### src/hw/icp_pkg.sv
/*
 * Constants, state encodings and carrier types of the serial control port.
 * Assumes a single 200 MHz core clock shared by every user of the package.
 */
package icp_pkg;

    // ********************************************
    // Timing
    // ********************************************
    localparam int unsigned CLK_PERIOD_PS = 5000;
    localparam int unsigned QTR_BIT_NS    = 250;
    localparam int unsigned QTR_BIT_CYC   =
        (QTR_BIT_NS * 1000 + CLK_PERIOD_PS - 1) / CLK_PERIOD_PS;

    // ********************************************
    // Addressing and register file
    // ********************************************
    localparam logic [7:0][6:0] STRAP_ADDR_TBL = {
        7'h3C, 7'h38, 7'h36, 7'h34, 7'h32, 7'h30, 7'h2E, 7'h2C};
    localparam int unsigned NUM_REGS    = 32;
    localparam int unsigned REG_AW      = 5;
    localparam logic [7:0]  DEV_ID_OFFS = 8'h00;
    localparam int unsigned OVR_BIT     = 0;
    localparam logic [7:0]  REG_RST     = 8'h00;

    // ********************************************
    // Proxy master frame: address, ack, data, ack
    // ********************************************
    localparam int unsigned FRAME_BITS  = 18;
    localparam logic [17:0] OWN_MASK_WR = 18'h3FDFE;
    localparam logic [17:0] OWN_MASK_RD = 18'h3FC00;

    // ********************************************
    // States and carriers
    // ********************************************
    typedef enum logic [2:0] {
        SS_IDLE   = 3'b000,
        SS_ADDR   = 3'b001,
        SS_OFFS   = 3'b010,
        SS_WDATA  = 3'b011,
        SS_RDATA  = 3'b100,
        SS_IGNORE = 3'b101
    } icp_sst_t;

    typedef enum logic [2:0] {
        MS_IDLE  = 3'b000,
        MS_START = 3'b001,
        MS_BIT   = 3'b010,
        MS_STOP  = 3'b011,
        MS_LOST  = 3'b100
    } icp_mst_t;

    typedef struct packed {
        logic       wr;
        logic [7:0] offs;
        logic [7:0] data;
    } icp_reg_req_t;

    typedef struct packed {
        logic [6:0] addr;
        logic       rnw;
        logic [7:0] data;
    } icp_pm_cmd_t;

endpackage
### src/hw/icp_control_port.sv
/*
 * Serial control port: bus slave with strap address, shared register file
 * with a back-channel request port, and an arbitrating proxy bus master.
 * Assumes all pins are synchronous to core_clk and pulled up outside.
 */
`timescale 1ns/1ps
module icp_control_port
    import icp_pkg::*;
(
    // Clock and reset
    input  wire logic         core_clk,
    input  wire logic         rstn,
    // Slave bus pins
    input  wire logic         scl_in,
    input  wire logic         sda_in,
    output logic              sda_out,
    output logic              sda_oe,
    // Strap
    input  wire logic [2:0]   address_select_strap,
    // Back-channel register port
    input  wire logic         rem_req_valid,
    input  wire icp_reg_req_t rem_req,
    output logic              rem_req_ready,
    output logic              rem_rd_valid,
    output logic [7:0]        rem_rd_data,
    // Proxy master command port
    input  wire logic         pm_cmd_valid,
    input  wire icp_pm_cmd_t  pm_cmd,
    output logic              pm_cmd_ready,
    output logic              pm_done,
    output logic              pm_ack_ok,
    output logic [7:0]        pm_rd_data,
    // Proxy master bus pins
    input  wire logic         m_scl_in,
    input  wire logic         m_sda_in,
    output logic              m_scl_out,
    output logic              m_scl_oe,
    output logic              m_sda_out,
    output logic              m_sda_oe
);

    // ********************************************
    // Register file and address selection
    // ********************************************
    logic [7:0]        regs_ff [NUM_REGS];
    logic              strap_done_ff;
    logic [6:0]        strap_addr;
    logic [6:0]        own_addr;
    logic              loc_wr;
    logic              rem_acc;
    logic              rem_wr_en;
    logic              rem_ok;
    logic [7:0]        rd_byte;
    logic              rem_rd_valid_ff;
    logic [7:0]        rem_rd_data_ff;
    logic [7:0]        offs_ff;
    logic [7:0]        sh_ff;
    logic [7:0]        byte_in;

    assign strap_addr = STRAP_ADDR_TBL[address_select_strap];
    assign own_addr   = regs_ff[DEV_ID_OFFS[REG_AW-1:0]][OVR_BIT]
                      ? regs_ff[DEV_ID_OFFS[REG_AW-1:0]][7:1]
                      : strap_addr;
    assign rd_byte    = (offs_ff < NUM_REGS)
                      ? regs_ff[offs_ff[REG_AW-1:0]] : 8'h00;
    assign rem_ok        = rem_req.offs < NUM_REGS;
    assign rem_req_ready = ~loc_wr;
    assign rem_acc       = rem_req_valid & rem_req_ready;
    assign rem_wr_en     = rem_acc & rem_req.wr & rem_ok;
    assign rem_rd_valid  = rem_rd_valid_ff;
    assign rem_rd_data   = rem_rd_data_ff;

    // Local write wins the cycle; remote waits one cycle
    always_ff @(posedge core_clk or negedge rstn) begin
        if (!rstn) begin
            for (int i = 0; i < NUM_REGS; i++) begin
                regs_ff[i] <= REG_RST;
            end
            strap_done_ff <= 1'b0;
        end else begin
            strap_done_ff <= 1'b1;
            if (!strap_done_ff) begin
                regs_ff[DEV_ID_OFFS[REG_AW-1:0]] <= {strap_addr, 1'b0};
            end else if (loc_wr) begin
                regs_ff[offs_ff[REG_AW-1:0]] <= byte_in;
            end else if (rem_wr_en) begin
                regs_ff[rem_req.offs[REG_AW-1:0]] <= rem_req.data;
            end
        end
    end

    always_ff @(posedge core_clk or negedge rstn) begin
        if (!rstn) begin
            rem_rd_valid_ff <= 1'b0;
            rem_rd_data_ff  <= 8'h00;
        end else begin
            rem_rd_valid_ff <= rem_acc & ~rem_req.wr;
            if (rem_acc && !rem_req.wr) begin
                rem_rd_data_ff <= rem_ok
                                ? regs_ff[rem_req.offs[REG_AW-1:0]] : 8'h00;
            end
        end
    end

    // ********************************************
    // Slave bus engine
    // ********************************************
    icp_sst_t   sst_ff;
    icp_sst_t   nst_ff;
    icp_sst_t   nxt_st;
    logic       scl_q_ff;
    logic       sda_q_ff;
    logic [3:0] cnt_ff;
    logic       ack_ph_ff;
    logic       byte_rdy_ff;
    logic       ack_want_ff;
    logic       mack_ff;
    logic       sda_oe_ff;
    logic       scl_rise;
    logic       scl_fall;
    logic       start_det;
    logic       stop_det;
    logic       active;
    logic       rx_last;
    logic       addr_match;
    logic       nxt_ack;

    assign scl_rise   = scl_in & ~scl_q_ff;
    assign scl_fall   = ~scl_in & scl_q_ff;
    assign start_det  = scl_in & scl_q_ff & sda_q_ff & ~sda_in;
    assign stop_det   = scl_in & scl_q_ff & ~sda_q_ff & sda_in;
    assign active     = (sst_ff != SS_IDLE) && (sst_ff != SS_IGNORE);
    assign byte_in    = {sh_ff[6:0], sda_in};
    assign rx_last    = active & scl_rise & ~ack_ph_ff & (cnt_ff == 4'h7);
    assign addr_match = byte_in[7:1] == own_addr;
    assign loc_wr     = rx_last & (sst_ff == SS_WDATA)
                      & (offs_ff < NUM_REGS) & strap_done_ff;
    assign nxt_ack    = (sst_ff == SS_ADDR) ? addr_match
                      : (sst_ff == SS_OFFS) || (sst_ff == SS_WDATA);
    assign sda_out    = 1'b0;
    assign sda_oe     = sda_oe_ff;

    always_comb begin
        case (sst_ff)
            SS_ADDR:  nxt_st = !addr_match ? SS_IGNORE
                             : (byte_in[0] ? SS_RDATA : SS_OFFS);
            SS_OFFS:  nxt_st = SS_WDATA;
            SS_WDATA: nxt_st = SS_WDATA;
            SS_RDATA: nxt_st = SS_RDATA;
            default:  nxt_st = SS_IDLE;
        endcase
    end

    always_ff @(posedge core_clk or negedge rstn) begin
        if (!rstn) begin
            scl_q_ff <= 1'b1;
            sda_q_ff <= 1'b1;
            sst_ff <= SS_IDLE;
            nst_ff <= SS_IDLE;
            cnt_ff <= 4'h0;
            sh_ff <= 8'h00;
            offs_ff <= 8'h00;
            ack_ph_ff <= 1'b0;
            byte_rdy_ff <= 1'b0;
            ack_want_ff <= 1'b0;
            mack_ff <= 1'b0;
            sda_oe_ff <= 1'b0;
        end else begin
            scl_q_ff <= scl_in;
            sda_q_ff <= sda_in;
            if (stop_det) begin
                sst_ff <= SS_IDLE;
                sda_oe_ff <= 1'b0;
                ack_ph_ff <= 1'b0;
                byte_rdy_ff <= 1'b0;
            end else if (start_det) begin
                sst_ff <= SS_ADDR;
                cnt_ff <= 4'h0;
                sda_oe_ff <= 1'b0;
                ack_ph_ff <= 1'b0;
                byte_rdy_ff <= 1'b0;
            end else if (active) begin
                if (scl_rise && !ack_ph_ff) begin
                    cnt_ff <= cnt_ff + 4'h1;
                    if (sst_ff != SS_RDATA) begin
                        sh_ff <= byte_in;
                    end
                    if (cnt_ff == 4'h7) begin
                        byte_rdy_ff <= 1'b1;
                        ack_want_ff <= nxt_ack;
                        nst_ff <= nxt_st;
                        if (sst_ff == SS_OFFS) begin
                            offs_ff <= byte_in;
                        end else if (sst_ff == SS_WDATA) begin
                            offs_ff <= offs_ff + 8'h01;
                        end
                    end
                end
                if (scl_rise && ack_ph_ff) begin
                    mack_ff <= ~sda_in;
                end
                if (scl_fall) begin
                    if (byte_rdy_ff) begin
                        byte_rdy_ff <= 1'b0;
                        ack_ph_ff <= 1'b1;
                        sda_oe_ff <= (sst_ff != SS_RDATA) & ack_want_ff;
                    end else if (ack_ph_ff) begin
                        ack_ph_ff <= 1'b0;
                        cnt_ff <= 4'h0;
                        if (sst_ff == SS_RDATA && !mack_ff) begin
                            sst_ff <= SS_IGNORE;
                            sda_oe_ff <= 1'b0;
                        end else if (nst_ff == SS_RDATA) begin
                            sst_ff <= SS_RDATA;
                            sh_ff <= rd_byte;
                            sda_oe_ff <= ~rd_byte[7];
                            offs_ff <= offs_ff + 8'h01;
                        end else begin
                            sst_ff <= nst_ff;
                            sda_oe_ff <= 1'b0;
                        end
                    end else if (sst_ff == SS_RDATA) begin
                        sh_ff <= {sh_ff[6:0], 1'b0};
                        sda_oe_ff <= ~sh_ff[6];
                    end
                end
            end
        end
    end

    // ********************************************
    // Proxy master
    // ********************************************
    icp_mst_t    mst_ff;
    icp_pm_cmd_t cmd_ff;
    logic [1:0]  ph_ff;
    logic [7:0]  div_ff;
    logic [4:0]  bit_ff;
    logic [17:0] rx_ff;
    logic        m_scl_oe_ff;
    logic        m_sda_oe_ff;
    logic        mscl_q_ff;
    logic        msda_q_ff;
    logic        done_ff;
    logic        tick;
    logic [17:0] frame;
    logic [17:0] own_mask;
    logic        cur_bit;
    logic        own_bit;
    logic        m_stop_det;
    logic        arb_lost;

    assign tick       = div_ff == 8'(QTR_BIT_CYC - 1);
    assign frame      = {cmd_ff.addr, cmd_ff.rnw, 1'b1,
                         cmd_ff.rnw ? 8'hFF : cmd_ff.data, 1'b1};
    assign own_mask   = cmd_ff.rnw ? OWN_MASK_RD : OWN_MASK_WR;
    assign cur_bit    = frame[bit_ff];
    assign own_bit    = own_mask[bit_ff];
    assign m_stop_det = m_scl_in & mscl_q_ff & ~msda_q_ff & m_sda_in;
    assign arb_lost   = (mst_ff == MS_BIT) && (ph_ff == 2'd2) && tick
                      && m_scl_in && own_bit && cur_bit && !m_sda_in;
    assign pm_cmd_ready = mst_ff == MS_IDLE;
    assign pm_done    = done_ff;
    assign pm_ack_ok  = ~rx_ff[9] & (cmd_ff.rnw | ~rx_ff[0]);
    assign pm_rd_data = rx_ff[8:1];
    assign m_scl_out  = 1'b0;
    assign m_sda_out  = 1'b0;
    assign m_scl_oe   = m_scl_oe_ff;
    assign m_sda_oe   = m_sda_oe_ff;

    always_ff @(posedge core_clk or negedge rstn) begin
        if (!rstn) begin
            div_ff <= 8'h00;
            mscl_q_ff <= 1'b1;
            msda_q_ff <= 1'b1;
        end else begin
            div_ff <= tick ? 8'h00 : div_ff + 8'h01;
            mscl_q_ff <= m_scl_in;
            msda_q_ff <= m_sda_in;
        end
    end

    always_ff @(posedge core_clk or negedge rstn) begin
        if (!rstn) begin
            mst_ff <= MS_IDLE;
            cmd_ff <= '0;
            ph_ff <= 2'd0;
            bit_ff <= 5'd0;
            rx_ff <= 18'h00000;
            m_scl_oe_ff <= 1'b0;
            m_sda_oe_ff <= 1'b0;
            done_ff <= 1'b0;
        end else begin
            done_ff <= 1'b0;
            case (mst_ff)
                MS_IDLE: if (pm_cmd_valid) begin
                    cmd_ff <= pm_cmd;
                    mst_ff <= MS_START;
                    ph_ff <= 2'd0;
                end
                MS_START: if (tick) begin
                    if (ph_ff == 2'd0 && m_scl_in && m_sda_in) begin
                        m_sda_oe_ff <= 1'b1;
                        ph_ff <= 2'd1;
                    end else if (ph_ff == 2'd1) begin
                        m_scl_oe_ff <= 1'b1;
                        mst_ff <= MS_BIT;
                        bit_ff <= 5'(FRAME_BITS - 1);
                        ph_ff <= 2'd0;
                    end
                end
                MS_BIT: if (arb_lost) begin
                    m_sda_oe_ff <= 1'b0;
                    m_scl_oe_ff <= 1'b0;
                    mst_ff <= MS_LOST;
                end else if (tick) begin
                    case (ph_ff)
                        2'd0: begin
                            m_sda_oe_ff <= ~cur_bit;
                            ph_ff <= 2'd1;
                        end
                        2'd1: begin
                            m_scl_oe_ff <= 1'b0;
                            ph_ff <= 2'd2;
                        end
                        2'd2: if (m_scl_in) begin
                            rx_ff[bit_ff] <= m_sda_in;
                            ph_ff <= 2'd3;
                        end
                        default: begin
                            m_scl_oe_ff <= 1'b1;
                            ph_ff <= 2'd0;
                            if (bit_ff == 5'd0) begin
                                mst_ff <= MS_STOP;
                            end else begin
                                bit_ff <= bit_ff - 5'd1;
                            end
                        end
                    endcase
                end
                MS_STOP: if (tick) begin
                    if (ph_ff == 2'd0) begin
                        m_sda_oe_ff <= 1'b1;
                        ph_ff <= 2'd1;
                    end else if (ph_ff == 2'd1) begin
                        m_scl_oe_ff <= 1'b0;
                        ph_ff <= 2'd2;
                    end else if (m_scl_in) begin
                        m_sda_oe_ff <= 1'b0;
                        done_ff <= 1'b1;
                        mst_ff <= MS_IDLE;
                    end
                end
                MS_LOST: if (m_stop_det) begin
                    mst_ff <= MS_START;
                    ph_ff <= 2'd0;
                end
                default: mst_ff <= MS_IDLE;
            endcase
        end
    end
endmodule // icp_control_port

### config.mk
export PLATFORM = sky130hd
export DESIGN_NAME = icp_control_port
export DESIGN_NICKNAME = d
export VERILOG_FILES = /design/src/hw/icp_pkg.sv /design/src/hw/icp_control_port.sv
export SDC_FILE = /design/constraint.sdc
export NUM_CORES = 1
export LEC_CHECK = 0
export BUFFER_PORTS_ARGS = -buffer_cell sky130_fd_sc_hd__buf_2
export CORE_MARGIN = 8
export CORE_UTILIZATION = 35
export DETAILED_ROUTE_END_ITERATION = 7
export HOLD_SLACK_MARGIN = 0.06
export PLACE_DENSITY = 0.58
export SYNTH_ARGS = -nofsm -noshare
export SYNTH_HDL_FRONTEND = slang
export SYNTH_SLANG_ARGS = --single-unit
export TNS_END_PERCENT = 100
### constraint.sdc
create_clock -name core_clk -period 4.1 [get_ports core_clk]
set_input_delay 0 -clock core_clk [delete_from_list [all_inputs] [get_ports core_clk]]
set_output_delay 0 -clock core_clk [all_outputs]
set_load 0.01 [all_outputs]
# Word level (Yosys, flattened, before mapping)
# Memory sizes are Yosys's and may differ from the RTL's.
# Index checks and enable logic that the tools add are counted.
op_classes:
  add_sub_neg: 4
  n_lt_le_gt_ge: 9
  n_eq_ne: 43
  muxes: 145
  n_bitwise: 41
  n_reduce_logical: 52
ops:
  columns: ["operator", "n"]
  rows:
  - ["256-bit bitwise mux", 2]
  - ["256-bit two-way mux", 2]
  - ["8-bit two-way mux", 28]
  - ["8-bit binary-select mux with 5-bit select", 2]
  - ["8-bit demux with 5-bit select", 2]
  - ["3-bit two-way mux", 23]
  - ["1-bit two-way mux", 47]
  - ["5-bit two-way mux", 7]
  - ["2-bit inequality test (second input constant)", 15]
  - ["3-bit inequality test (second input constant)", 10]
  - ["4-bit two-way mux", 6]
  - ["1-bit bitwise AND", 22]
  - ["2-bit two-way mux", 11]
  - ["18-bit bitwise mux", 1]
  - ["8-bit by 1-bit adder with 8-bit output (second input constant)", 2]
  - ["1-bit logical AND", 16]
  - ["8-bit by 6-bit < comparator with 1-bit output (second input constant)", 2]
  - ["1-bit NOT", 16]
  - ["8-bit AND reduction", 2]
  - ["3-bit case mux with 5 select lines", 1]
  - ["3-bit nonzero test", 5]
  - ["7-bit two-way mux", 2]
  - ["3-bit by 2-bit == test with 1-bit output (second input constant)", 4]
  - ["6-bit greater-or-equal comparator (second input constant)", 2]
  - ["42 further kinds", 64]
word_totals:
  register_bits: 356
  romBits: 56
  in_bits: 44
  output_inout_bits: 27
  wordCells: 355
  mem_count: 1
mem_list:
  columns: ["name", "words", "word_bits", "read_ports", "rd_clocked_by_memory_dff", "write_ports", "line", "rtl"]
  rows:
  - ["(no name shown)", 8, 7, 1, 0, 0, "icp_control_port.sv:60", "assign strap_addr = STRAP_ADDR_TBL[address_select_strap];"]

# Longest topological paths before layout
# Gate-level depths: netlist (run 1).
logic_depth:
  word_depth: 15
  mapped_depth: 13

# Worst setup path after synthesis (run 1)
# No wires, ideal clock.
synth_timing:
  kind: "register -> register"
  startpoint: "reg offs_ff[0]"
  endpoint: "reg regs_ff[56] in the netlist's numbering"
  arrival_time_ns: 2.732
  t_required_ns: 3.975
  setup_slack_ns: 1.243
  stages_incl_launch_ff: 13
  cell_sequence: "dfrtp_1 clkbuf_1 buf_2 buf_2 inv_1 ha_1 clkbuf_1 nor2b_1 clkbuf_1 nand3_1 nor2_1 o21ai_2 mux2_2"
synth_between:
  elab_chain_len: 9
synth_lines:
  columns: ["item", "line", "rtl"]
  rows:
  - ["start: declaration", "icp_control_port.sv:56", "logic [7:0] offs_ff;"]
  - ["start signal: assignment", "icp_control_port.sv:193", "offs_ff <= byte_in;"]
  - ["start signal: assignment", "icp_control_port.sv:195", "offs_ff <= offs_ff + 8'h01;"]
  - ["start signal: assignment", "icp_control_port.sv:217", "offs_ff <= offs_ff + 8'h01;"]
  - ["8-bit by 6-bit < comparator with 1-bit output", "icp_control_port.sv:137", "& (offs_ff < NUM_REGS) & strap_done_ff;"]
  - ["1-bit bitwise AND (2 in series)", "icp_control_port.sv:137", null]
  - ["1-bit NOT", "icp_control_port.sv:67", "assign rem_req_ready = ~loc_wr;"]
  - ["1-bit bitwise AND", "icp_control_port.sv:68", "assign rem_acc = rem_req_valid & rem_req_ready;"]
  - ["1-bit bitwise AND (2 in series)", "icp_control_port.sv:69", "assign rem_wr_en = rem_acc & rem_req.wr & rem_ok;"]
  - ["2-bit nonzero test (no source line)", null, null]
  - ["2-bit AND reduction (no source line)", null, null]
  - ["end signal: indexed assignment", "icp_control_port.sv:83", "regs_ff[DEV_ID_OFFS[REG_AW-1:0]] <= {strap_addr, 1'b0};"]
  - ["end signal: indexed assignment", "icp_control_port.sv:85", "regs_ff[offs_ff[REG_AW-1:0]] <= byte_in;"]
  - ["end signal: indexed assignment", "icp_control_port.sv:87", "regs_ff[rem_req.offs[REG_AW-1:0]] <= rem_req.data;"]
  - ["end: declaration", "icp_control_port.sv:45", "logic [7:0] regs_ff [NUM_REGS];"]
# Several ways; a longest one is shown, not always the timed one.
# A chain may end at the register's enable or synchronous reset.

# Final worst setup path (run 1)
layout_timing:
  startpoint: "reg cnt_ff[0]"
  endpoint: "reg rem_rd_data_ff[6] (netlist: rem_rd_data[6])"
layout_between:
  elab_chain_len: 8
layout_lines:
  columns: ["item", "line", "rtl"]
  rows:
  - ["start: declaration", "icp_control_port.sv:113", "logic [3:0] cnt_ff;"]
  - ["start signal: assignment", "icp_control_port.sv:184", "cnt_ff <= cnt_ff + 4'h1;"]
  - ["4-bit by 3-bit == test with 1-bit output", "icp_control_port.sv:134", "assign rx_last = active & scl_rise & ~ack_ph_ff & (cnt_ff == 4'h7);"]
  - ["1-bit bitwise AND", "icp_control_port.sv:134", null]
  - ["1-bit bitwise AND", "icp_control_port.sv:136", "assign loc_wr = rx_last & (sst_ff == SS_WDATA)"]
  - ["1-bit bitwise AND (2 in series)", "icp_control_port.sv:137", null]
  - ["1-bit NOT", "icp_control_port.sv:67", null]
  - ["1-bit bitwise AND", "icp_control_port.sv:68", null]
  - ["1-bit logical AND", "icp_control_port.sv:98", "if (rem_acc && !rem_req.wr) begin"]
  - ["end signal: assignment", "icp_control_port.sv:99", "rem_rd_data_ff <= rem_ok"]
  - ["end: declaration", "icp_control_port.sv:55", "logic [7:0] rem_rd_data_ff;"]
# Every way passes these cells.

==> results of run 1 <==
==> report_power, final <==
group / leakage, nW / total, mW / switching (mW) / internal, mW
Clock: 0.749 / 4.20 / 1.66 / 2.54
Sequential: 4.71 / 3.78 / 0.199 / 3.58
Combinational: 4.74 / 1.21 / 0.708 / 0.498
==> Yosys cell counts (all sizes together), types with 6 or more instances <==
master | number | area, um^2
dfrtp | 343 | 8580
mux2 | 275 | 3100
o22ai | 146 | 913
mux4 | 124 | 2790
o2bb2ai | 110 | 963
clkbuf | 98 | 368
nor2 | 97 | 379
nand2 | 90 | 338
buf | 76 | 377
o21ai | 76 | 485
nand3 | 67 | 335
a22oi | 53 | 398
a21oi | 43 | 230
mux2i | 27 | 270
inv | 24 | 90.1
nand4 | 24 | 156
nor3 | 21 | 116
ha | 18 | 225
nor2b | 16 | 100
a22o | 15 | 131
and3 | 13 | 81.3
xnor2 | 12 | 105
and2 | 10 | 62.6
nand2b | 10 | 62.6
nor4 | 10 | 81.3
or3 | 10 | 67.6
a2bb2oi | 8 | 70.1
nor3b | 8 | 80.1
a221oi | 7 | 67.6
a31oi | 7 | 43.8
o211ai | 7 | 57.6
a211oi | 6 | 45.0
nand3b | 6 | 45.0
or2 | 6 | 37.5
or3b | 6 | 52.6
==> cell families after synthesis <==
group / after synthesis / synth area share
XOR/XNOR: 16 / 0.00637
AND/OR/NAND/NOR: 418 / 0.100
AO/OA/AOI/OAI: 514 / 0.170
flip-flops: 347 / 0.395
adder cells (fa/ha/maj): 18 / 0.0102
multiplexers: 426 / 0.280
buffers and inverters: 198 / 0.0379
other: 2 / 0.000341
==> worst reg2reg max path, cell delays in order (launching register included) <==
cell and delay [ns]:
dfrtp_1 0.42, ha_1 0.24, and3b_1 0.24, nand3_1 0.30
or2_4 0.60, nand3b_1 0.35, dlygate4sd3_1 0.74, a22o_1 0.25
dlygate4sd3_1 0.55
==> timing repair <==
item                       CTS  global route
setup endpoints to repair    0             3
resized for setup            0             1
hold endpoints to repair   183             0
hold buffers                37             0
==> flip-flops by register name, summed over array words and instances, names as in the netlist, 2 cells and up <==
register,flops
regs_ff,256
cmd_ff,16
rx_ff,10
div_ff,8
offs_ff,8
rem_rd_data,8
sh_ff,7
bit_ff,5
cnt_ff,4
mst_ff,3
nst_ff,3
sst_ff,3
ph_ff,2
==> area by class of cell <==
class,instances,area (um^2)
well taps,846,1060
clock inverters,26,380
multi-input cells,1396,12500
clock buffers,53,1160
inverters,24,90.1
flip-flops and latches,347,8690
fillers,5950,37500
repair buffers,164,1200
diodes,1,2.50
==> worst max path at each step <==
| stage | endpoint | cells past startpoint |
|---|---|---|
| 2_1_floorplan | regs_ff[56] | 12 |
| 3_3_place_gp | rem_rd_data[2] | 7 |
| 3_5_place_dp | rem_rd_data[5] | 7 |
| 4_1_cts | rem_rd_data[6] | 8 |
| 5_1_grt | rem_rd_data[6] | 8 |
| 6_report | rem_rd_data[6] | 8 |
==> metal layers <==
metal | up-vias | routed length, um | GRT usage
li1 | 7673 | - | -
met1 | 9667 | 34200 | 0.311
met2 | 1119 | 38800 | 0.361
met3 | 247 | 9010 | 0.0668
met4 | 6 | 5100 | 0.130
met5 | - | 82 | 0.00554
==> flow_summary.html, run 1 <==
<table>
<tr><th>Metric</th><th>Value</th></tr>
<tr><th colspan="2">Outcome</th></tr>
<tr><td>Run status</td><td>complete, no violations</td></tr>
<tr><th colspan="2">CTS</th></tr>
<tr><td>Number of buffers added for setup after CTS</td><td>0</td></tr>
<tr><td>Number of buffers created by CTS</td><td>43</td></tr>
<tr><td>Clock sinks</td><td>~350</td></tr>
<tr><td>Clk Latency, worst-skew pair</td><td>~0.60 ns</td></tr>
<tr><td>CTS tree</td><td>done</td></tr>
<tr><td>Maximum level of the CTS H-tree</td><td>2</td></tr>
<tr><td>Buffer type at the clock tree root</td><td>clkbuf_16</td></tr>
<tr><td>Clk slew on worst S/H paths</td><td>approximately 0.060 ns</td></tr>
<tr><td>Maximum root-to-sink buffer count</td><td>3</td></tr>
<tr><th colspan="2">Global route</th></tr>
<tr><td>Overall track demand over capacity in global routing</td><td>0.240</td></tr>
<tr><td>Total grt overflow</td><td>0</td></tr>
<tr><td>Vias in the first global route</td><td>roughly 19,000</td></tr>
<tr><td>First-pass GRT wire length</td><td>129 mm</td></tr>
<tr><td>Number of antenna violations at the first check in global routing</td><td>6</td></tr>
<tr><td>Largest net degree at the start of global routing</td><td>roughly 120</td></tr>
<tr><th colspan="2">Layout</th></tr>
<tr><td>Fraction of final layout cells sized beyond drive strength 1</td><td>0.334</td></tr>
<tr><td>Filler-free cell count of the finished design</td><td>about 2,900</td></tr>
<tr><td>Nets</td><td>approximately 2,000</td></tr>
<tr><td>Final standard cell utilization of the core</td><td>0.400</td></tr>
<tr><td>Syn-to-layout area delta</td><td>14.0%</td></tr>
<tr><td>Highest-count cells in the layout ignoring fill and taps</td><td>dfrtp_1, mux2_2, o22ai_1, mux4_2, o2bb2ai_1</td></tr>
<tr><td>Most common cell after layout, fill and taps aside</td><td>dfrtp_1</td></tr>
<tr><td>Post-layout instance area</td><td>25,100 um^2</td></tr>
<tr><th colspan="2">Yosys</th></tr>
<tr><td>Total of flip-flops plus latches after synthesis</td><td>347</td></tr>
<tr><td>Unique masters post-synth</td><td>82</td></tr>
<tr><td>Post-synthesis area per instance</td><td>~11 um^2</td></tr>
<tr><td>Number of flops mapped to enable cells by yosys</td><td>0</td></tr>
<tr><td>Most used DFF post-synth</td><td>dfrtp_1</td></tr>
<tr><td>Share of the yosys chip area belonging to registers</td><td>0.395</td></tr>
<tr><td>Share of flip-flops with an asynchronous set or reset after synthesis</td><td>1.00</td></tr>
<tr><td>Synthesized netlist cell count</td><td>1,939</td></tr>
<tr><td>Synth Cell Area</td><td>around 22,000 um^2</td></tr>
<tr><td>Synthesis Warnings</td><td>0</td></tr>
<tr><th colspan="2">Place</th></tr>
<tr><td>Worst slack, placed</td><td>slightly above 0.6 ns</td></tr>
<tr><td>Placed cell areas</td><td>23,200 um^2</td></tr>
<tr><td>HPWL after DPL</td><td>about 59 mm</td></tr>
<tr><td>RD Place Congestion</td><td>about 1.0</td></tr>
<tr><td>Number of port buffers</td><td>67</td></tr>
<tr><td>Number of placed instances, taps included</td><td>between 2,000 and 3,000</td></tr>
<tr><th colspan="2">Route</th></tr>
<tr><td>Antenna violation net count after detailed routing</td><td>0</td></tr>
<tr><td>Number of optimization iterations in the first detailed-route pass</td><td>6</td></tr>
<tr><td>Detailed router's first-iteration violation count</td><td>about 2,400</td></tr>
<tr><td>Via-per-instance ratio</td><td>between 6 and 7</td></tr>
<tr><td>Remaining routing DRC violations</td><td>0</td></tr>
<tr><td>Detailed-route wire length</td><td>87.2 mm</td></tr>
<tr><td>Routed len/inst</td><td>between 30 and 40 um</td></tr>
<tr><td>Total via count after detailed routing</td><td>18,700</td></tr>
<tr><th colspan="2">Worst setup path</th></tr>
<tr><td>Peak per-stage delay on the critical path</td><td>0.74 ns</td></tr>
<tr><td>Startpoint of the worst setup timing path</td><td>cnt_ff[0]</td></tr>
<tr><td>Flop-to-flop setup slack</td><td>around 0.32 ns</td></tr>
<tr><td>Critical path class</td><td>register to register</td></tr>
<tr><td>Cell-by-cell trace of the critical path</td><td>ha_1 -&gt; and3b_1 -&gt; nand3_1 -&gt; or2_4 -&gt; nand3b_1 -&gt; dlygate4sd3_1 -&gt; a22o_1 -&gt; dlygate4sd3_1</td></tr>
<tr><td>Worst flop-to-flop path endpoint</td><td>rem_rd_data[6]</td></tr>
<tr><td>Worst reg-to-reg path cell count</td><td>8</td></tr>
<tr><td>Critical Path RT</td><td>approximately 4.6 ns</td></tr>
<tr><td>Cell with the largest stage delay on the worst path</td><td>dlygate4sd3_1</td></tr>
<tr><td>Kind of launch point of the worst setup path</td><td>register</td></tr>
<tr><td>Number of buffers and inverters on the critical path</td><td>2</td></tr>
<tr><td>FF-to-FF Start</td><td>cnt_ff[0]</td></tr>
<tr><td>Arrival time worst endpoint</td><td>4.26 ns</td></tr>
<tr><td>Max FO, Critical Path</td><td>47</td></tr>
<tr><td>Worst path most repeated cell</td><td>dlygate4sd3_1</td></tr>
<tr><td>Critical path's top delay family</td><td>simple AND/OR/NAND/NOR gates</td></tr>
<tr><td>Critical Path End Type</td><td>register</td></tr>
<tr><th colspan="2">Timing</th></tr>
<tr><td>Crit share post-route</td><td>0.922</td></tr>
<tr><td>Slew at the pin closest to its max-slew limit</td><td>about 1.2 ns</td></tr>
<tr><td>Worst clock skew on the final layout</td><td>0.0408 ns</td></tr>
<tr><td>Max_slew headroom</td><td>0.173</td></tr>
<tr><td>Time the worst path needs with I/O delays and setup</td><td>3.78 ns</td></tr>
<tr><td>Worst hold slack</td><td>between 0.07 and 0.08 ns</td></tr>
<tr><td>Final hold vios</td><td>0</td></tr>
<tr><td>Final Max Slew Viols</td><td>0</td></tr>
<tr><td>Fin Setup TNS</td><td>0 ns</td></tr>
<tr><td>Crit path setup slack, layout</td><td>0.319 ns</td></tr>
<tr><td>Final-report setup violation count</td><td>0</td></tr>
<tr><td>RSZ-0062 raised after global routing</td><td>false</td></tr>
<tr><td>Fmax</td><td>roughly 260 MHz</td></tr>
<tr><th colspan="2">Power</th></tr>
<tr><td>Highest ir drop seen on vdd</td><td>between 0.0003 and 0.0004 V</td></tr>
<tr><td>Total power divided by cell area</td><td>roughly 370 nW/um^2</td></tr>
<tr><td>LEAKAGE</td><td>approximately 10 nW</td></tr>
<tr><td>Pwr Total</td><td>approximately 9.2 mW</td></tr>
<tr><th colspan="2">Floorplan</th></tr>
<tr><td>Effective utilization at floorplan</td><td>0.351</td></tr>
<tr><td>Die outline area</td><td>slightly above 70,000 um^2</td></tr>
<tr><td>Top-level I/O count</td><td>roughly 70</td></tr>
<tr><td>Horizontal die dimension</td><td>about 270 um</td></tr>
<tr><td>Core Box Area</td><td>about 63,000 um^2</td></tr>
<tr><td>Row Count</td><td>between 90 and 100</td></tr>
<tr><td>Die Y-Extent</td><td>about 270 um</td></tr>
<tr><th colspan="2">Worst hold path</th></tr>
<tr><td>Worst Hold Class</td><td>input pin to asynchronous set/reset pin</td></tr>
<tr><th colspan="2">Run</th></tr>
<tr><td>Number of max-cap violations</td><td>0</td></tr>
</table>
Power figures use the tool's default switching activity.
==> run 2: changes to the inputs <==
--- a/config.mk
+++ b/config.mk
@@ -8,6 +8,7 @@
 export BUFFER_PORTS_ARGS = -buffer_cell sky130_fd_sc_hd__buf_2
 export CORE_MARGIN = 8
 export CORE_UTILIZATION = 35
+export CTS_BUF_LIST = sky130_fd_sc_hd__clkbuf_8
 export DETAILED_ROUTE_END_ITERATION = 7
 export HOLD_SLACK_MARGIN = 0.06
 export PLACE_DENSITY = 0.58
==> run 2 against run 1 <==
Net effect:
- maximum frequency rose by 5.6%
- die area is the same
- register-to-register slack better by 0.20 ns
- largest cell class unchanged
- highest routed layer is now met4
- clock-buffer cell count is 33 higher
- setup slack improved by 0.20 ns
==> flow_summary.html, run 2 (synthesis gave the netlist of run 1 again) <==
<table>
<tr><th>Metric</th><th>Value</th></tr>
<tr><th colspan="2">Outcome</th></tr>
<tr><td>Run status</td><td>complete, no violations (unchanged)</td></tr>
<tr><th colspan="2">Timing</th></tr>
<tr><td>Slew at the pin closest to its max-slew limit</td><td>1.21 ns (was 1.23 ns)</td></tr>
<tr><td>Final-report setup violation count</td><td>0 (unchanged)</td></tr>
<tr><td>Max_slew headroom</td><td>0.189 (was 0.173)</td></tr>
<tr><td>Final hold vios</td><td>0 (unchanged)</td></tr>
<tr><td>Worst clock skew on the final layout</td><td>0.0511 ns (was 0.0408 ns)</td></tr>
<tr><td>Crit path setup slack, layout</td><td>0.519 ns (was 0.319 ns)</td></tr>
<tr><td>Final Max Slew Viols</td><td>0 (unchanged)</td></tr>
<tr><td>RSZ-0062 raised after global routing</td><td>false (unchanged)</td></tr>
<tr><td>Worst hold slack</td><td>0.0940 ns (was 0.0761 ns)</td></tr>
<tr><td>Fmax</td><td>279 MHz (was 264 MHz)</td></tr>
<tr><td>Time the worst path needs with I/O delays and setup</td><td>3.58 ns (was 3.78 ns)</td></tr>
<tr><td>Fin Setup TNS</td><td>0 ns (unchanged)</td></tr>
<tr><td>Crit share post-route</td><td>0.873 (was 0.922)</td></tr>
<tr><th colspan="2">Global route</th></tr>
<tr><td>Total grt overflow</td><td>0 (unchanged)</td></tr>
<tr><td>Largest net degree at the start of global routing</td><td>86 (was 115)</td></tr>
<tr><td>Overall track demand over capacity in global routing</td><td>0.245 (was 0.240)</td></tr>
<tr><td>First-pass GRT wire length</td><td>130 mm (was 129 mm)</td></tr>
<tr><td>Number of antenna violations at the first check in global routing</td><td>4 (was 6)</td></tr>
<tr><td>Vias in the first global route</td><td>18,900 (was 18,600)</td></tr>
<tr><th colspan="2">CTS</th></tr>
<tr><td>Clk Latency, worst-skew pair</td><td>0.70 ns (was 0.60 ns)</td></tr>
<tr><td>Maximum root-to-sink buffer count</td><td>3 (unchanged)</td></tr>
<tr><td>Clk slew on worst S/H paths</td><td>0.06 ns (about the same)</td></tr>
<tr><td>Number of buffers created by CTS</td><td>68 (was 43)</td></tr>
<tr><td>Buffer type at the clock tree root</td><td>clkbuf_8 (was clkbuf_16)</td></tr>
<tr><td>Clock sinks</td><td>347 (unchanged)</td></tr>
<tr><td>CTS tree</td><td>done (unchanged)</td></tr>
<tr><td>Maximum level of the CTS H-tree</td><td>3 (was 2)</td></tr>
<tr><td>Number of buffers added for setup after CTS</td><td>0 (unchanged)</td></tr>
<tr><th colspan="2">Worst setup path</th></tr>
<tr><td>FF-to-FF Start</td><td>cnt_ff[0] (unchanged)</td></tr>
<tr><td>Number of cells on the critical path</td><td>8 (unchanged)</td></tr>
<tr><td>Critical path's top delay family</td><td>simple AND/OR/NAND/NOR gates (unchanged)</td></tr>
<tr><td>Flop-to-flop setup slack</td><td>0.52 ns (was 0.32 ns)</td></tr>
<tr><td>Max FO, Critical Path</td><td>47 (unchanged)</td></tr>
<tr><td>Critical path class</td><td>register to register (unchanged)</td></tr>
<tr><td>Cell with the largest stage delay on the worst path</td><td>or2_4 (was dlygate4sd3_1)</td></tr>
<tr><td>Kind of launch point of the worst setup path</td><td>register (unchanged)</td></tr>
<tr><td>Critical Path End Type</td><td>register (unchanged)</td></tr>
<tr><td>Cell-by-cell trace of the critical path</td><td>ha_1 -&gt; and3b_1 -&gt; nand3_1 -&gt; or2_4 -&gt; nand3b_1 -&gt; nor4_2 -&gt; a22o_1 -&gt; dlygate4sd3_1 (was ha_1 -&gt; and3b_1 -&gt; nand3_1 -&gt; or2_4 -&gt; nand3b_1 -&gt; dlygate4sd3_1 -&gt; a22o_1 -&gt; dlygate4sd3_1)</td></tr>
<tr><td>Startpoint of the worst setup timing path</td><td>cnt_ff[0] (unchanged)</td></tr>
<tr><td>Number of buffers and inverters on the critical path</td><td>1 (was 2)</td></tr>
<tr><td>Worst setup endpoint</td><td>rem_rd_data[3] (was rem_rd_data[6])</td></tr>
<tr><td>Peak per-stage delay on the critical path</td><td>0.61 ns (was 0.74 ns)</td></tr>
<tr><td>Worst flop-to-flop path endpoint</td><td>rem_rd_data[3] (was rem_rd_data[6])</td></tr>
<tr><td>Worst reg-to-reg path cell count</td><td>8 (unchanged)</td></tr>
<tr><td>Critical Path RT</td><td>4.73 ns (was 4.58 ns)</td></tr>
<tr><td>Arrival time worst endpoint</td><td>4.21 ns (was 4.26 ns)</td></tr>
<tr><th colspan="2">Layout</th></tr>
<tr><td>Register ranked first by flip-flop count</td><td>regs_ff (unchanged)</td></tr>
<tr><td>Register area</td><td>8690 um^2 (unchanged)</td></tr>
<tr><td>Largest register FFs</td><td>256 (unchanged)</td></tr>
<tr><td>Most common cell after layout, fill and taps aside</td><td>dfrtp_1 (unchanged)</td></tr>
<tr><td>Area of combinational cells with multiple inputs</td><td>12,500 um^2 (unchanged)</td></tr>
<tr><td>Nets</td><td>2,079 (was 2,038)</td></tr>
<tr><td>Syn-to-layout area delta</td><td>13.9% (was 14.0%)</td></tr>
<tr><td>Filler-free cell count of the finished design</td><td>2,916 (was 2,857)</td></tr>
<tr><td>Top Registers</td><td>regs_ff x256, cmd_ff x16, rx_ff x10 (unchanged)</td></tr>
<tr><td>Highest-count cells in the layout ignoring fill and taps</td><td>dfrtp_1, mux2_2, o22ai_1, mux4_2, o2bb2ai_1 (unchanged)</td></tr>
<tr><td>Fraction of final layout cells sized beyond drive strength 1</td><td>0.337 (was 0.334)</td></tr>
<tr><td>Count of fill cells added during filler insertion</td><td>5,995 (was 5,950)</td></tr>
<tr><th colspan="2">Floorplan</th></tr>
<tr><td>Top-level I/O count</td><td>71 (unchanged)</td></tr>
<tr><td>Effective utilization at floorplan</td><td>0.351 (unchanged)</td></tr>
<tr><td>Die Y-Extent</td><td>267 um (unchanged)</td></tr>
<tr><td>Die outline area</td><td>71,100 um^2 (unchanged)</td></tr>
<tr><td>Row Count</td><td>92 (unchanged)</td></tr>
<tr><td>Horizontal die dimension</td><td>267 um (unchanged)</td></tr>
<tr><td>Core Box Area</td><td>62,600 um^2 (unchanged)</td></tr>
<tr><th colspan="2">Run</th></tr>
<tr><td>Number of max-cap violations</td><td>0 (unchanged)</td></tr>
<tr><th colspan="2">Place</th></tr>
<tr><td>Number of placed instances, taps included</td><td>2,740 (unchanged)</td></tr>
<tr><td>Number of port buffers</td><td>67 (unchanged)</td></tr>
<tr><td>RD Place Congestion</td><td>1.03 (unchanged)</td></tr>
<tr><td>HPWL after DPL</td><td>59.1 mm (unchanged)</td></tr>
<tr><td>Worst slack, placed</td><td>0.614 ns (unchanged)</td></tr>
<tr><th colspan="2">Route</th></tr>
<tr><td>Detailed router's first-iteration violation count</td><td>2,332 (was 2,430)</td></tr>
<tr><td>Remaining routing DRC violations</td><td>0 (unchanged)</td></tr>
<tr><td>Routed len/inst</td><td>30.3 um (was 30.5 um)</td></tr>
<tr><td>Number of optimization iterations in the first detailed-route pass</td><td>5 (was 6)</td></tr>
<tr><td>Detailed-route wire length</td><td>88.4 mm (was 87.2 mm)</td></tr>
<tr><td>Antenna violation net count after detailed routing</td><td>0 (unchanged)</td></tr>
<tr><td>Via-per-instance ratio</td><td>6.52 (was 6.55)</td></tr>
<tr><td>Total via count after detailed routing</td><td>19,000 (was 18,700)</td></tr>
<tr><th colspan="2">Power</th></tr>
<tr><td>Highest ir drop seen on vdd</td><td>0.000242 V (was 0.000326 V)</td></tr>
<tr><td>Total power divided by cell area</td><td>343 nW/um^2 (was 366 nW/um^2)</td></tr>
<tr><td>LEAKAGE</td><td>10.3 nW (was 10.2 nW)</td></tr>
<tr><td>Pwr Total</td><td>8.60 mW (was 9.19 mW)</td></tr>
<tr><th colspan="2">Worst hold path</th></tr>
<tr><td>Worst Hold Class</td><td>input pin to register (was input pin to asynchronous set/reset pin)</td></tr>
</table>
-- run 2: repair_timing --
| action | in CTS | in global routing |
|---|---|---|
| hold buffers | 53 | 0 |
| endpoints found under the setup margin | 0 | 3 |
| endpoints found under the hold margin | 243 | 0 |
| resized for setup | 0 | 1 |
-- run 2: area by class of cell --
type | count | area share
antenna | 2 | 0.000200
clock buffer | 86 | 0.0472
clock inverter | 35 | 0.00699
inverter | 24 | 0.00359
multi-input combinational | 1396 | 0.498
sequential | 347 | 0.347
tap | 846 | 0.0422
timing repair buffer | 180 | 0.0545
-- run 2: worst min-delay path, stage by stage --
cell           delay (ns)
dlygate4sd3_1        0.51
buf_2                0.09
mux2_2               0.12
-- run 2: layer usage --
metal	share of wire	track usage	wire, um	vias up
met2	0.44	0.362	38800	1226
li1	-	-	-	7765
met4	0.063	0.142	5570	0
met1	0.39	0.316	34300	9736
met3	0.11	0.0729	9790	292
met5	0	0	0	-
-- run 2: worst min path at each step --
stage	start	endpoint	depth (start not counted)
6_report	pm_cmd[14]	cmd_ff[14]	3
4_1_cts	pm_cmd[3]	cmd_ff[3]	3
3_3_place_gp	rstn	mack_ff	1
2_1_floorplan	rstn	ack_ph_ff	0
3_5_place_dp	rstn	mack_ff	1
5_1_grt	pm_cmd[14]	cmd_ff[14]	3
-- run 2: power breakdown --
part,total (mW),internal (mW),switching [mW]
Sequential,3.79,3.58,0.201
Combinational,1.22,0.510,0.713
Clock,3.59,1.90,1.69
-- run 2: metrics by stage --
stage	util	area, um^2
floorplan	-	22000
global placement	0.370	23200
CTS	0.400	25100
detailed placement	0.370	23200
finish	0.400	25100
global route	0.400	25100
==> run 3: changes to the inputs <==
--- a/config.mk
+++ b/config.mk
@@ -7,11 +7,11 @@
 export LEC_CHECK = 0
 export BUFFER_PORTS_ARGS = -buffer_cell sky130_fd_sc_hd__buf_2
 export CORE_MARGIN = 8
-export CORE_UTILIZATION = 35
+export CORE_UTILIZATION = 52
 export CTS_BUF_LIST = sky130_fd_sc_hd__clkbuf_8
 export DETAILED_ROUTE_END_ITERATION = 7
 export HOLD_SLACK_MARGIN = 0.06
-export PLACE_DENSITY = 0.58
+export PLACE_DENSITY = 0.77
 export SYNTH_ARGS = -nofsm -noshare
 export SYNTH_HDL_FRONTEND = slang
 export SYNTH_SLANG_ARGS = --single-unit
==> constraint.sdc (replaced) <==
create_clock -name core_clk -period 4 [get_ports core_clk]
set_input_delay 0 -clock core_clk [delete_from_list [all_inputs] [get_ports core_clk]]
set_output_delay 0 -clock core_clk [all_outputs]
set_load 0.01 [all_outputs]
==> run 3 against run 2 <==
Net effect:
- utilization up 19 points
- power down 1.1%
- clock power decreased by 5.8%
- non-clock buffer count shrank 11
- clock-buffer cell count fell by 12
- final area shrank 2.3%
- largest cell class unchanged
- die area down 31%
- sequential share of layout area increased by 0.79 points
==> flow_summary.html, run 3 (synthesis gave the netlist of run 1 again) <==
<table>
<tr><th>Metric</th><th>Value</th></tr>
<tr><th colspan="2">Outcome</th></tr>
<tr><td>Run status</td><td>complete, no violations (unchanged)</td></tr>
<tr><th colspan="2">Worst setup path</th></tr>
<tr><td>Arrival time worst endpoint</td><td>4.19 ns (was 4.21 ns)</td></tr>
<tr><td>Critical Path RT</td><td>4.57 ns (was 4.73 ns)</td></tr>
<tr><td>Flop-to-flop setup slack</td><td>0.38 ns (was 0.52 ns)</td></tr>
<tr><td>Max FO, Critical Path</td><td>47 (unchanged)</td></tr>
<tr><td>Number of buffers and inverters on the critical path</td><td>1 (unchanged)</td></tr>
<tr><td>Cell with the largest stage delay on the worst path</td><td>or2_2 (was or2_4)</td></tr>
<tr><td>Cell-by-cell trace of the critical path</td><td>ha_1 -&gt; and3b_1 -&gt; nand3_1 -&gt; or2_2 -&gt; nand3b_1 -&gt; dlygate4sd3_1 -&gt; a22o_1 (was ha_1 -&gt; and3b_1 -&gt; nand3_1 -&gt; or2_4 -&gt; nand3b_1 -&gt; nor4_2 -&gt; a22o_1 -&gt; dlygate4sd3_1)</td></tr>
<tr><td>Critical path's top delay family</td><td>simple AND/OR/NAND/NOR gates (unchanged)</td></tr>
<tr><td>Critical path class</td><td>register to register (unchanged)</td></tr>
<tr><td>Critical Path End Type</td><td>register (unchanged)</td></tr>
<tr><td>Peak per-stage delay on the critical path</td><td>0.94 ns (was 0.61 ns)</td></tr>
<tr><td>Kind of launch point of the worst setup path</td><td>register (unchanged)</td></tr>
<tr><th colspan="2">Floorplan</th></tr>
<tr><td>Top-level I/O count</td><td>71 (unchanged)</td></tr>
<tr><td>Core Box Area</td><td>41,900 um^2 (was 62,600 um^2)</td></tr>
<tr><td>Horizontal die dimension</td><td>222 um (was 267 um)</td></tr>
<tr><td>Effective utilization at floorplan</td><td>0.526 (was 0.351)</td></tr>
<tr><td>Die Y-Extent</td><td>222 um (was 267 um)</td></tr>
<tr><td>Die outline area</td><td>49,100 um^2 (was 71,100 um^2)</td></tr>
<tr><td>Row Count</td><td>75 (was 92)</td></tr>
<tr><th colspan="2">Route</th></tr>
<tr><td>Detailed-route wire length</td><td>83.1 mm (was 88.4 mm)</td></tr>
<tr><td>Antenna violation net count after detailed routing</td><td>0 (unchanged)</td></tr>
<tr><td>Number of optimization iterations in the first detailed-route pass</td><td>6 (was 5)</td></tr>
<tr><td>Detailed router's first-iteration violation count</td><td>2,794 (was 2,332)</td></tr>
<tr><td>Remaining routing DRC violations</td><td>0 (unchanged)</td></tr>
<tr><td>Total via count after detailed routing</td><td>19,400 (was 19,000)</td></tr>
<tr><td>Routed len/inst</td><td>32.1 um (was 30.3 um)</td></tr>
<tr><td>Via-per-instance ratio</td><td>7.50 (was 6.52)</td></tr>
<tr><th colspan="2">Timing</th></tr>
<tr><td>Final hold vios</td><td>0 (unchanged)</td></tr>
<tr><td>Final-report setup violation count</td><td>0 (unchanged)</td></tr>
<tr><td>Fin Setup TNS</td><td>0 ns (unchanged)</td></tr>
<tr><td>Fmax</td><td>276 MHz (was 279 MHz)</td></tr>
<tr><td>Crit path setup slack, layout</td><td>0.383 ns (was 0.519 ns)</td></tr>
<tr><td>Worst clock skew on the final layout</td><td>0.0234 ns (was 0.0511 ns)</td></tr>
<tr><td>Max_slew headroom</td><td>0.252 (was 0.189)</td></tr>
<tr><td>Final Max Slew Viols</td><td>0 (unchanged)</td></tr>
<tr><td>Crit share post-route</td><td>0.904 (was 0.873)</td></tr>
<tr><td>Worst hold slack</td><td>0.0725 ns (was 0.0940 ns)</td></tr>
<tr><td>Slew at the pin closest to its max-slew limit</td><td>1.12 ns (was 1.21 ns)</td></tr>
<tr><td>Time the worst path needs with I/O delays and setup</td><td>3.62 ns (was 3.58 ns)</td></tr>
<tr><td>RSZ-0062 raised after global routing</td><td>false (unchanged)</td></tr>
<tr><th colspan="2">CTS</th></tr>
<tr><td># resized after CTS</td><td>0 (unchanged)</td></tr>
<tr><td>CTS tree</td><td>done (unchanged)</td></tr>
<tr><td>Maximum level of the CTS H-tree</td><td>2 (was 3)</td></tr>
<tr><td>Number of buffers added for setup after CTS</td><td>0 (unchanged)</td></tr>
<tr><td>Clock sinks</td><td>347 (unchanged)</td></tr>
<tr><td>Maximum root-to-sink buffer count</td><td>3 (unchanged)</td></tr>
<tr><td>Buffer type at the clock tree root</td><td>clkbuf_8 (unchanged)</td></tr>
<tr><td>Clk slew on worst S/H paths</td><td>0.06 ns (about the same)</td></tr>
<tr><td>Number of buffers created by CTS</td><td>60 (was 68)</td></tr>
<tr><td>Clk Latency, worst-skew pair</td><td>0.69 ns (was 0.70 ns)</td></tr>
<tr><th colspan="2">Global route</th></tr>
<tr><td>Number of antenna violations at the first check in global routing</td><td>5 (was 4)</td></tr>
<tr><td>First-pass GRT wire length</td><td>123 mm (was 130 mm)</td></tr>
<tr><td>Total grt overflow</td><td>0 (unchanged)</td></tr>
<tr><td>Vias in the first global route</td><td>19,000 (was 18,900)</td></tr>
<tr><td>Overall track demand over capacity in global routing</td><td>0.329 (was 0.245)</td></tr>
<tr><td>Largest net degree at the start of global routing</td><td>83 (was 86)</td></tr>
<tr><th colspan="2">Layout</th></tr>
<tr><td>Area of combinational cells with multiple inputs</td><td>12,500 um^2 (about the same)</td></tr>
<tr><td>Syn-to-layout area delta</td><td>11.4% (was 13.9%)</td></tr>
<tr><td>Post-layout instance area</td><td>24,500 um^2 (was 25,100 um^2)</td></tr>
<tr><td>Largest register FFs</td><td>256 (unchanged)</td></tr>
<tr><td>Most common cell after layout, fill and taps aside</td><td>dfrtp_1 (unchanged)</td></tr>
<tr><td>Nets</td><td>2,060 (was 2,079)</td></tr>
<tr><td>Register ranked first by flip-flop count</td><td>regs_ff (unchanged)</td></tr>
<tr><td>Register area</td><td>8690 um^2 (about the same)</td></tr>
<tr><td>Fraction of final layout cells sized beyond drive strength 1</td><td>0.331 (was 0.337)</td></tr>
<tr><td>Highest-count cells in the layout ignoring fill and taps</td><td>dfrtp_1, mux2_2, o22ai_1, mux4_2, o2bb2ai_1 (unchanged)</td></tr>
<tr><td>Count of fill cells added during filler insertion</td><td>3,431 (was 5,995)</td></tr>
<tr><td>Top Registers</td><td>regs_ff x256, cmd_ff x16, rx_ff x10 (unchanged)</td></tr>
<tr><th colspan="2">Power</th></tr>
<tr><td>Sequential fraction of design power</td><td>0.457 (was 0.440)</td></tr>
<tr><td>Pwr Total</td><td>8.50 mW (was 8.60 mW)</td></tr>
<tr><td>LEAKAGE</td><td>10.2 nW (was 10.3 nW)</td></tr>
<tr><td>Comb pwr share</td><td>0.146 (was 0.142)</td></tr>
<tr><td>Power spent charging and discharging nets</td><td>2.52 mW (was 2.60 mW)</td></tr>
<tr><td>Switching share of total power</td><td>0.296 (was 0.303)</td></tr>
<tr><td>Clock network fraction of design power</td><td>0.397 (was 0.417)</td></tr>
<tr><td>Cell internal pwr</td><td>5.98 mW (was 5.99 mW)</td></tr>
<tr><td>Total power divided by cell area</td><td>347 nW/um^2 (was 343 nW/um^2)</td></tr>
<tr><td>Highest ir drop seen on vdd</td><td>0.000248 V (was 0.000242 V)</td></tr>
<tr><th colspan="2">Place</th></tr>
<tr><td>Number of port buffers</td><td>67 (unchanged)</td></tr>
<tr><td>Placed cell areas</td><td>22,800 um^2 (was 23,200 um^2)</td></tr>
<tr><td>HPWL after DPL</td><td>54.3 mm (was 59.1 mm)</td></tr>
<tr><td>Worst slack, placed</td><td>0.452 ns (was 0.614 ns)</td></tr>
<tr><td>RD Place Congestion</td><td>1.07 (was 1.03)</td></tr>
<tr><th colspan="2">Worst hold path</th></tr>
<tr><td>Worst Hold Class</td><td>input pin to register (unchanged)</td></tr>
<tr><th colspan="2">Run</th></tr>
<tr><td>Number of max-cap violations</td><td>0 (unchanged)</td></tr>
</table>
## run 3: cell types whose count changed in the layout (fill, tap and decap cells not counted), moves of 2 or more
cell,delta
clkbuf_8,-12
buf_4,-12
dlygate4sd3_1,-4
bufinv_16,+2
buf_12,+3
clkinv_2,+3
inv_6,-2
inv_8,-3
## run 3: worst reg2reg max path: stages (launching register included)
cell	delay (ns)
dfrtp_1	0.43
ha_1	0.26
and3b_1	0.24
nand3_1	0.33
or2_2	0.94
nand3b_1	0.26
dlygate4sd3_1	0.75
a22o_1	0.29
## run 3: layout make-up
type	instances	area share
inverter	24	0.00368
clock inverter	35	0.00827
sequential	347	0.355
clock buffer	74	0.0416
timing repair buffer	169	0.0542
antenna	3	0.000306
multi-input combinational	1396	0.510
tap	539	0.0275
## run 3: stage by stage
step | util | instances
after detailed placement | 0.544 | 2426
after global placement | 0.544 | 2426
after CTS | 0.585 | 2584
after floorplan | - | 1941
after global routing | 0.585 | 2585
final | 0.585 | 2587
## run 3: routing by layer
layer,wire [um],track usage,up-vias,share of wire
li1,-,-,7716,-
met1,30100,0.420,9748,0.36
met2,34900,0.467,1585,0.42
met3,12300,0.130,355,0.15
met4,5740,0.200,4,0.069
met5,26,0,-,0.00031
## run 3: power by group through the flow
| stage | sequential (mW) | clock (mW) | combinational, mW |
|---|---|---|---|
| floorplan | 3.81 | 0 | 0.885 |
| global placement | 3.93 | 0 | 1.13 |
| detailed placement | 3.94 | 0 | 1.17 |
| CTS | 3.87 | 3.37 | 1.21 |
| global route | 3.90 | 3.51 | 1.34 |
| finish | 3.88 | 3.38 | 1.24 |
## run 3: path summary, 6_finish.rpt
path	start	endpoint	cells after the start
setup / recovery	cnt_ff[0]	rem_rd_data[6]	7
min in group asynchronous	rstn	div_ff[7]	3
hold reg to reg	cmd_ff[10]	cmd_ff[10]	1
hold / removal	pm_cmd[8]	cmd_ff[8]	4
setup reg to reg	cnt_ff[0]	rem_rd_data[6]	7
max in group asynchronous	rstn	regs_ff[192]	4
## run 3: repair_timing
action | CTS | global route
setup endpoints to repair | 0 | 0
hold buffers | 49 | 0
hold endpoints to repair | 194 | 0
